--- config.mk ---
export PLATFORM = sky130hd
export DESIGN_NAME = cbm_exec
export DESIGN_NICKNAME = d
export VERILOG_FILES = /design/src/logic/cbm_pkg.sv /design/src/logic/cbm_exec.sv
export SDC_FILE = /design/constraint.sdc
export NUM_CORES = 1
export LEC_CHECK = 0
export ABC_AREA = 1
export BUFFER_PORTS_ARGS = -buffer_cell sky130_fd_sc_hd__buf_2
export CELL_PAD_IN_SITES_DETAIL_PLACEMENT = 1
export CELL_PAD_IN_SITES_GLOBAL_PLACEMENT = 2
export CORE_AREA = 2 2 224 171
export CTS_BUF_LIST = sky130_fd_sc_hd__clkbuf_4 sky130_fd_sc_hd__clkbuf_8
export DETAILED_ROUTE_END_ITERATION = 12
export DIE_AREA = 0 0 226 173
export PLACE_DENSITY_LB_ADDON = 0.1
export SLEW_MARGIN = 25
export SYNTH_ARGS = -nofsm -noshare
export SYNTH_HDL_FRONTEND = slang
export SYNTH_SLANG_ARGS = --single-unit
--- constraint.sdc ---
create_clock -name clk -period 29.3 [get_ports clk]
set_clock_uncertainty 0.05 [all_clocks]
set_input_delay 5.86 -clock clk [delete_from_list [all_inputs] [get_ports clk]]
set_output_delay 5.86 -clock clk [all_outputs]
set_load 0.03 [all_outputs]
--- src/logic/cbm_pkg.sv ---
package cbm_pkg;

    // ************************************************************
    // Widths
    // ************************************************************
    localparam int PC_W = 11;
    localparam int OFS_W = 7;
    localparam int REG_AW = 5;
    localparam int DATA_W = 8;
    localparam int NUM_REGS = 32;

    // ************************************************************
    // Reset values and program counter step
    // ************************************************************
    localparam logic [PC_W-1:0] PC_RESET = 11'h000;
    localparam logic [DATA_W-1:0] REG_RESET = 8'h00;
    localparam logic [PC_W-1:0] PC_STEP = 11'h001;

    // ************************************************************
    // Operation codes presented by the decoder
    // ************************************************************
    typedef enum logic [3:0] {
        CBM_OP_NONE = 4'h0,
        CBM_OP_BRANCH_SIGNED_GE = 4'h1,
        CBM_OP_BRANCH_SIGNED_LT = 4'h2,
        CBM_OP_BRANCH_HALF_CARRY_SET = 4'h3,
        CBM_OP_BRANCH_HALF_CARRY_CLEAR = 4'h4,
        CBM_OP_BRANCH_TRANSFER_BIT_SET = 4'h5,
        CBM_OP_BRANCH_TRANSFER_BIT_CLEAR = 4'h6,
        CBM_OP_BRANCH_OVERFLOW_SET = 4'h7,
        CBM_OP_BRANCH_OVERFLOW_CLEAR = 4'h8,
        CBM_OP_BRANCH_IRQ_ON = 4'h9,
        CBM_OP_BRANCH_IRQ_OFF = 4'hA,
        CBM_OP_REGISTER_COPY = 4'hB,
        CBM_OP_CONSTANT_LOAD = 4'hC
    } cbm_op_t;

    // Status flags read by the branches
    typedef struct packed {
        logic irq_enable;
        logic transfer;
        logic half_carry;
        logic overflow;
        logic negative;
    } cbm_flags_t;

    // One decoded instruction
    typedef struct packed {
        cbm_op_t op;
        logic [OFS_W-1:0] offset;
        logic [REG_AW-1:0] dst;
        logic [REG_AW-1:0] src;
        logic [DATA_W-1:0] imm;
    } cbm_instr_t;

    // Execution phase, Gray coded
    typedef enum logic [1:0] {
        CBM_ST_EXEC = 2'b00,
        CBM_ST_FLUSH = 2'b01
    } cbm_state_t;

endpackage

--- src/logic/cbm_exec.sv ---
`timescale 1ns/1ps
// Functional notes
// - Signed greater-or-equal branch jumps to PC+offset+1 when negative XOR overflow is 0.
// - Signed less-than branch jumps to PC+offset+1 when negative XOR overflow is 1.
// - Half-carry-set branch jumps to PC+offset+1 only when half-carry is 1.
// - Half-carry-clear branch jumps to PC+offset+1 only when half-carry is 0.
// - Transfer-bit-set branch jumps to PC+offset+1 when the T flag is 1.
// - Transfer-bit-clear branch jumps to PC+offset+1 when the T flag is 0.
// - Overflow-set branch jumps to PC+offset+1 when overflow is 1.
// - Overflow-clear branch jumps to PC+offset+1 when overflow is 0.
// - Interrupts-on branch jumps to PC+offset+1 when global interrupt enable is 1.
// - Interrupts-off branch jumps to PC+offset+1 when global interrupt enable is 0.
// - Copy writes source to destination, constant load writes the constant, no flag changes.
module cbm_exec
    import cbm_pkg::*;
(
    input wire logic clk,
    input wire logic reset,
    input wire logic instr_valid,
    input wire cbm_instr_t instr,
    input wire cbm_flags_t flags,
    output logic instr_ready,
    output logic [PC_W-1:0] pc,
    output logic pc_load,
    output logic flush,
    output logic reg_we,
    output logic [REG_AW-1:0] reg_waddr,
    output logic [DATA_W-1:0] reg_wdata,
    output logic [DATA_W-1:0] copy_rdata
);

    // ************************************************************
    // Register file
    // ************************************************************
    logic [DATA_W-1:0] regs [NUM_REGS];
    logic [DATA_W-1:0] src_value;

    assign src_value = regs[instr.src];

    // ************************************************************
    // Branch decision
    // ************************************************************
    logic is_branch;
    logic cond;
    logic accept;
    logic [PC_W-1:0] ofs_ext;
    logic [PC_W-1:0] target;
    logic [PC_W-1:0] fall;

    // Condition per branch kind
    always_comb begin
        is_branch = 1'b1;
        cond = 1'b0;
        case (instr.op)
            CBM_OP_BRANCH_SIGNED_GE: cond = (flags.negative ^ flags.overflow) == 1'b0;
            CBM_OP_BRANCH_SIGNED_LT: cond = (flags.negative ^ flags.overflow) == 1'b1;
            CBM_OP_BRANCH_HALF_CARRY_SET: cond = flags.half_carry;
            CBM_OP_BRANCH_HALF_CARRY_CLEAR: cond = !flags.half_carry;
            CBM_OP_BRANCH_TRANSFER_BIT_SET: cond = flags.transfer;
            CBM_OP_BRANCH_TRANSFER_BIT_CLEAR: cond = !flags.transfer;
            CBM_OP_BRANCH_OVERFLOW_SET: cond = flags.overflow;
            CBM_OP_BRANCH_OVERFLOW_CLEAR: cond = !flags.overflow;
            CBM_OP_BRANCH_IRQ_ON: cond = flags.irq_enable;
            CBM_OP_BRANCH_IRQ_OFF: cond = !flags.irq_enable;
            default: is_branch = 1'b0;
        endcase
    end

    // Sign-extended displacement and targets
    assign ofs_ext = {{(PC_W-OFS_W){instr.offset[OFS_W-1]}}, instr.offset};
    assign fall = pc + PC_STEP;
    assign target = pc + ofs_ext + PC_STEP;

    // ************************************************************
    // Sequencer and program counter
    // ************************************************************
    cbm_state_t state;
    cbm_state_t next_state;
    logic [PC_W-1:0] next_pc;
    logic next_pc_load;
    logic next_flush;
    logic next_ready;

    assign accept = instr_valid && instr_ready;

    // Next state and PC
    always_comb begin
        next_state = state;
        next_pc = pc;
        next_pc_load = 1'b0;
        next_flush = 1'b0;
        next_ready = 1'b1;
        case (state)
            CBM_ST_EXEC: begin
                if (accept) begin
                    if (is_branch && cond) begin
                        next_pc = target;
                        next_pc_load = 1'b1;
                        next_flush = 1'b1;
                        next_ready = 1'b0;
                        next_state = CBM_ST_FLUSH;
                    end else begin
                        next_pc = fall;
                    end
                end
            end
            CBM_ST_FLUSH: begin
                next_state = CBM_ST_EXEC;
            end
            default: begin
                next_state = CBM_ST_EXEC;
            end
        endcase
    end

    // Register sequencer
    always_ff @(posedge clk or posedge reset) begin
        if (reset) begin
            state <= CBM_ST_EXEC;
            pc <= PC_RESET;
            pc_load <= 1'b0;
            flush <= 1'b0;
            instr_ready <= 1'b0;
        end else begin
            state <= next_state;
            pc <= next_pc;
            pc_load <= next_pc_load;
            flush <= next_flush;
            instr_ready <= next_ready;
        end
    end

    // ************************************************************
    // Data transfer
    // ************************************************************
    logic next_we;
    logic [REG_AW-1:0] next_waddr;
    logic [DATA_W-1:0] next_wdata;

    // Write-back selection
    always_comb begin
        next_we = 1'b0;
        next_waddr = instr.dst;
        next_wdata = reg_wdata;
        if (accept && state == CBM_ST_EXEC) begin
            if (instr.op == CBM_OP_REGISTER_COPY) begin
                next_we = 1'b1;
                next_wdata = src_value;
            end else if (instr.op == CBM_OP_CONSTANT_LOAD) begin
                next_we = 1'b1;
                next_wdata = instr.imm;
            end
        end
    end

    // Register write-back strobe
    always_ff @(posedge clk or posedge reset) begin
        if (reset) begin
            reg_we <= 1'b0;
            reg_waddr <= '0;
            reg_wdata <= REG_RESET;
        end else begin
            reg_we <= next_we;
            reg_waddr <= next_waddr;
            reg_wdata <= next_wdata;
        end
    end

    // Register array update, on the same clock edge that accepts the instruction
    always_ff @(posedge clk or posedge reset) begin
        if (reset) begin
            for (int i = 0; i < NUM_REGS; i++) begin
                regs[i] <= REG_RESET;
            end
        end else if (next_we) begin
            regs[next_waddr] <= next_wdata;
        end
    end

    // Observed source value
    always_ff @(posedge clk or posedge reset) begin
        if (reset) begin
            copy_rdata <= REG_RESET;
        end else begin
            copy_rdata <= src_value;
        end
    end

endmodule

Yosys cells after proc, flatten, opt, wreduce, memory -nomap -nowiden --
Cells that the tools add are included.
Cells by class: add/subtract/negate cells 3, order comparisons 3, eq/ne operators 14, mux-type cells 24, bitwise operators 4, reductions and logical operators 12
Operators by type and width (number):
- bitwise mux 256 bit | 1
- two-way mux 8 bit | 6
- binary-select mux 8 bit (select 5 bit) | 1
- demux 8 bit (select 5 bit) | 1
- adder 11 x 1 -> 11 bit, second input constant | 2
- == test 4 bit, second input constant | 5
- == test 4 x 3 -> 1 bit, second input constant | 4
- >= comparator 6 bit, second input constant | 2
- NOT 5 -> 6 bit | 2
- adder 11 bit | 1
- two-way mux 11 bit | 1
- two-way mux 1 bit | 10
- one-hot mux 1 bit (10 select lines) | 1
- OR reduction 10 bit | 1
- == test 4 x 2 -> 1 bit, second input constant | 2
- < comparator 6 x 1 -> 1 bit, second input constant | 1
- two-way mux 2 bit | 3
- == test 4 x 1 -> 1 bit, second input constant | 1
- logical AND 1 bit | 4
- zero test 1 bit | 4
- != test 2 bit, second input constant | 2
- AND reduction 2 bit | 2
- zero test 2 bit | 1
- NOT 1 bit | 1
- XOR 1 bit | 1
Word-level totals: flip-flop bits (word level) 293, input port bits 37, output and inout port bits 36, word-level logic and storage cells 100

Longest topological paths before layout --
word-level depth 7, mapped depth 16, gate-level depth less buffers 13

Worst setup path after synthesis --
OpenSTA, ideal clock, no wires.
kind input -> register, start point input instr_valid, end point register regs[239] (netlist name), library setup time 0.065 ns, arrival time 7.435 ns, data required time 29.185 ns, setup slack 21.750 ns, stages 10, buffers on the path 0, path through nand2_1 -> nor2_1 -> clkinv_1 -> nor2_2 -> inv_1 -> nor3_4 -> nand2_2 -> inv_2 -> nand2_1 -> nand2_1
Between the ends: elaborated cells on any way between the ends 5, classes of those cells 3 x mux; 2 x reduce/logical
RTL lines:
- from (decl) | RTL line cbm_exec.sv:19 | input wire logic instr_valid,
- logical AND 1 bit | RTL line cbm_exec.sv:84 | assign accept = instr_valid && instr_ready;
- logical AND 1 bit | RTL line cbm_exec.sv:145 | if (accept && state == CBM_ST_EXEC) begin
- two-way mux 1 bit | RTL line cbm_exec.sv:145
- named net next_we | RTL line cbm_exec.sv:136 | logic next_we;
- to (signal, indexed assignment) | RTL line cbm_exec.sv:176 | regs[next_waddr] <= next_wdata;
- to (decl) | RTL line cbm_exec.sv:35 | logic [DATA_W-1:0] regs [NUM_REGS];
The timed path passes the listed nets, and every way through them passes these cells. A chain may end at the register's enable or synchronous reset.

Worst setup path after layout --
start point input instr[8] (netlist name), end point register regs[38] (netlist name)
Between the ends: cells in the longest elaborated chain, start to end 7
RTL lines:
- from (decl) | RTL line cbm_exec.sv:20 | input wire cbm_instr_t instr,
- NOT 5 -> 6 bit (not written as such) | RTL line cbm_exec.sv:38 | assign src_value = regs[instr.src];
- binary-select mux 8 bit (select 5 bit) | RTL line cbm_exec.sv:38
- two-way mux 8 bit (not written as such) (2 in a row) | RTL line cbm_exec.sv:38
- two-way mux 8 bit | RTL line cbm_exec.sv:146 | if (instr.op == CBM_OP_REGISTER_COPY) begin
- two-way mux 8 bit | RTL line cbm_exec.sv:145
- bitwise mux 256 bit | RTL line cbm_exec.sv:176
No other way between the ends. The select of a mux whose other input is x is not followed.

==> results.md <==
Yosys:
- Synthesis produced a netlist with a net count of 2080.
- After synthesis, flip-flops and latches occupy 50.0% of the total area.
- After synthesis the cells add up to 0.0146 sq mm.
- The most instantiated flip-flop cell in the synthesis netlist is sky130_fd_sc_hd__dfrtp_1.
- The synthesized design contains 0 enable-type register cells.
- The number of different library cells in the post-synthesis netlist is 30.
- The proportion of synthesized flip-flops having asynchronous set or reset is 100%.
- The post-synthesis average cell area is 7.19 sq um.
- Counting flops and latches in the post-synthesis netlist gives 292.
- The synthesized instance count is between 2000 and 2500.
- The Yosys step of the flow raised 0 warnings.

Setup path:
- At the worst endpoint, the required time is 29.79 ns.
- The type of element launching the critical path is a primary input.
- In this run the register-to-register setup slack is 25.72 ns.
- The critical setup path kind is in -> reg.
- In this run the worst path has a maximum fanout of 67.
- In this design, the stage delay of the slowest critical-path cell is 0.68 ns.
- Walking the worst path, the cells encountered are buf_4 -> clkinv_2 -> buf_4 -> buf_4 -> nand2_1 -> nand3_1 -> nand3_1 -> nand2_1 -> nand2_1 -> nand3_1 -> nand2_1 -> nand2_1 -> nand2_1 -> nand2_2 -> nand2_1 -> nand2_1.
- Data on the critical path arrives at its endpoint at 9.62 ns.
- The worst-case reg-to-reg path depth is 11.
- The reg-to-reg endpoint is regs[72].
- The critical path's most frequent cell is sky130_fd_sc_hd__nand2_1.
- The worst setup path is captured at a register.
- The startpoint identified for the worst register-to-register timing path is instr_ready.
- The critical path's slowest cell is sky130_fd_sc_hd__nand2_2.

Run:
- The tool flagged a number of max-cap violations equal to 0.

Power:
- The leakage power summed over all cells is 8.92 nW.
- Across the VDD grid, the largest voltage drop is 0.0348 mV.
- The power density over cell area is 68.2 mW/mm^2.
- The total power after layout is 1.13 mW.

Drt:
- The number of iterations in the first detailed-routing pass is 5.
- Wires add up to 50200 um.
- The total via count in the routed design is 13500.
- For this run, design rule violations remaining after detail routing come to 0.
- Dividing the detail-routed wire length by the instance count gives ~19 um.
- The via density per instance is 5.15.
- The first routing iteration left 925 violations.
- The post-detailed-route count of antenna-violating nets is 0.

Place:
- The placement-stage cell area is about 0.015 sq mm.
- Timing analysis after detailed placement gives a worst setup slack of 19.50 ns.
- The HPWL after detailed placement is 33100 um.
- The count of buffers added on input and output ports is slightly above 70.
- Routability-driven placement finished with a final weighted congestion of about 0.78.

STA:
- The number of pins exceeding their max-slew limit in the final report is 0.
- In the post-route analysis, the smallest setup slack over all paths is 20.18 ns.
- The number of hold violations in the final report is 0.
- The number of setup violations in the final report is 0.
- The peak clock frequency supported by timing is 110 MHz.
- For the pin with the worst max-slew slack, the measured transition is 0.996 ns.
- The share of the clock period used by the worst path after layout is 31.1%.
- The setup TNS is 0 ns.
- Measured against its own limit, the worst slew margin works out to 33.3%.
- Setup repair after global routing left no endpoint under its margin.
- The clock period minus worst slack is 9.12 ns.

CTS:
- The cell chosen for the clock root is sky130_fd_sc_hd__clkbuf_8.
- For this design, the CTS-stage hold fixing added 0 buffers.
- The count of instances resized after the clock tree is built is 0.
- The clock input transition at the sequential cells of the worst setup and hold paths is approximately 0.070 ns.
- The number of setup buffers added after CTS is 0.
- The H-tree was split into 2 levels.
- The total clock sinks is roughly 290.
- In this run the deepest clock path goes through 3 buffers.
- The CTS tree is yes.
- TritonCTS created 50 clock buffers.
- The source-to-sink clock delay at the later pin of the worst-skew pair is just over 0.6 ns.

Die:
- The full die area is 0.0391 sq mm.
- For this configuration, the core starts out at a cell density of around two fifths.
- The width of the die is roughly 230 um.
- During I/O placement, the number of pins put on the boundary was 73.
- The die is 173 um tall.
- The core area is roughly 0.037 sq mm.
- In this run the core area contains 61 standard-cell rows.

Global route:
- The total routing resource utilization after global routing is 26.3%.
- The remaining global-route overflow is 0.
- The via count of the first global-routing pass was 13800.
- The first global-routing pass estimated 80500 um of wire.
- The number of antenna violations at the first check in global routing is 0.
- The pin count of the biggest net entering global routing is between 100 and 150.

Min path:
- The worst hold path was traced through 2 stages.
- The worst min-delay path category is reg -> reg.
- In this run the most critical hold path is launched from regs[99].
- For hold timing, the worst endpoint is regs[99].

Outcome:
- The flow ran to the end, and the final reports show no timing, DRC or antenna violations.

Cells and area:
- The cell area after layout is between 0.015 and 0.02 sq mm.
- Of the cells placed in the final design, the portion with a size suffix greater than 1 is roughly 11%.
- The area growth from synthesis to final layout is 13.0%.
- The total inserted antenna cells is 0.
- The final net count is 2136.
- The fill cell total of the finished layout is 4682.
## per-layer routing
layer | share of wire, % | vias up | GRT usage [%]
li1 | - | 6437 | -
met1 | 51 | 6790 | 40.9
met2 | 42 | 264 | 38.7
met3 | 4.9 | 56 | 3.93
met4 | 1.2 | 0 | 4.91
met5 | 0 | - | 0
## critical path: cells and delay by family
family | cells | cell delay (ns)
AND/OR/NAND/NOR | 12 | 1.85
buffers and inverters | 4 | 1.79
## cell families after synthesis
| family | after synthesis | share of synthesized area [%] |
|---|---|---|
| AND/OR/NAND/NOR | 1512 | 42.1 |
| flip-flops | 292 | 50.0 |
| buffers and inverters | 169 | 4.69 |
| AO/OA/AOI/OAI | 33 | 1.28 |
| XOR/XNOR | 13 | 0.780 |
| adder cells (fa/ha/maj) | 12 | 1.08 |
## flip-flops by register name, indices dropped and copies added (netlist names)
register     flops
reg_wdata        8
copy_rdata       8
flush            1
state            1
instr_ready      1
reg_we           1
regs           256
pc              11
reg_waddr        5
## how the worst max path moves through the flow
| stage | startpoint | endpoint | slack (ns) | cells past startpoint |
|---|---|---|---|---|
| floorplan | reset | copy_rdata[0] | 15.33 | 1 |
| global placement | instr[8] | regs[222] | 19.57 | 16 |
| detailed placement | instr[8] | regs[30] | 19.50 | 16 |
| CTS | instr[8] | regs[38] | 20.15 | 16 |
| global route | instr[8] | regs[35] | 19.85 | 16 |
| finish | instr[8] | regs[38] | 20.18 | 16 |
## power by group
| group | switching (mW) | leakage (nW) | total [mW] | internal (mW) |
|---|---|---|---|---|
| sequential | 0.0259 | 4.00 | 0.457 | 0.431 |
| clock | 0.181 | 0.604 | 0.420 | 0.238 |
| combinational | 0.185 | 4.32 | 0.250 | 0.0642 |
| total | 0.393 | 8.92 | 1.13 | 0.734 |
## through the flow
| step | std cells | hold WS (ns) | util [%] |
|---|---|---|---|
| 2_1_floorplan | 2031 | 0.399 | - |
| 3_3_place_gp | 2539 | 0.411 | 41.9 |
| 3_5_place_dp | 2539 | 0.416 | 41.9 |
| 4_1_cts | 2630 | 0.433 | 45.0 |
| 5_1_grt | 2630 | 0.452 | 45.0 |
| 6_report | 2630 | 0.430 | 45.0 |
## placed cells by master (no fill, tap or decap), types with 10 or more instances in the layout
cell type                  Yosys  routed
sky130_fd_sc_hd__clkbuf_4      0      14
sky130_fd_sc_hd__nand2_2      16      23
sky130_fd_sc_hd__nor3_1       25      25
sky130_fd_sc_hd__inv_1        70      68
sky130_fd_sc_hd__buf_2        38      71
sky130_fd_sc_hd__dfrtp_1     292     292
sky130_fd_sc_hd__inv_2        17      17
sky130_fd_sc_hd__nor2_1       28      28
sky130_fd_sc_hd__ha_1         11      11
sky130_fd_sc_hd__o21ai_0      12      12
sky130_fd_sc_hd__nand2_1    1179    1172
sky130_fd_sc_hd__nand3_1     233     233
sky130_fd_sc_hd__xor2_1       10      10
sky130_fd_sc_hd__clkbuf_8      0      70
sky130_fd_sc_hd__a21oi_1      12      12
sky130_fd_sc_hd__buf_4         1      13
sky130_fd_sc_hd__nor2_2       17      17
## Yosys cell counts (12+ instances only)
cell | number | area [sq um]
sky130_fd_sc_hd__nor2_1 | 28 | 105
sky130_fd_sc_hd__inv_2 | 17 | 63.8
sky130_fd_sc_hd__clkbuf_1 | 29 | 109
sky130_fd_sc_hd__nor3_1 | 25 | 125
sky130_fd_sc_hd__o21ai_0 | 12 | 60.1
sky130_fd_sc_hd__inv_1 | 70 | 263
sky130_fd_sc_hd__buf_1 | 13 | 48.8
sky130_fd_sc_hd__nand2_1 | 1179 | 4430
sky130_fd_sc_hd__a21oi_1 | 12 | 60.1
sky130_fd_sc_hd__nand2_2 | 16 | 100
sky130_fd_sc_hd__nand3_1 | 233 | 1170
sky130_fd_sc_hd__buf_2 | 38 | 190
sky130_fd_sc_hd__nor2_2 | 17 | 106
sky130_fd_sc_hd__dfrtp_1 | 292 | 7310
## final cells by class
cell class                 count  area (sq um)  share of cell area [%]
sequential                   292          7310                    44.3
multi-input combinational   1570          6630                    40.2
clock buffer                  84          1070                    6.47
tap                          504           631                    3.82
timing repair buffer          85           464                    2.81
inverter                      88           339                    2.05
clock inverter                 7          68.8                   0.417
(Power assumes the default switching activity.)
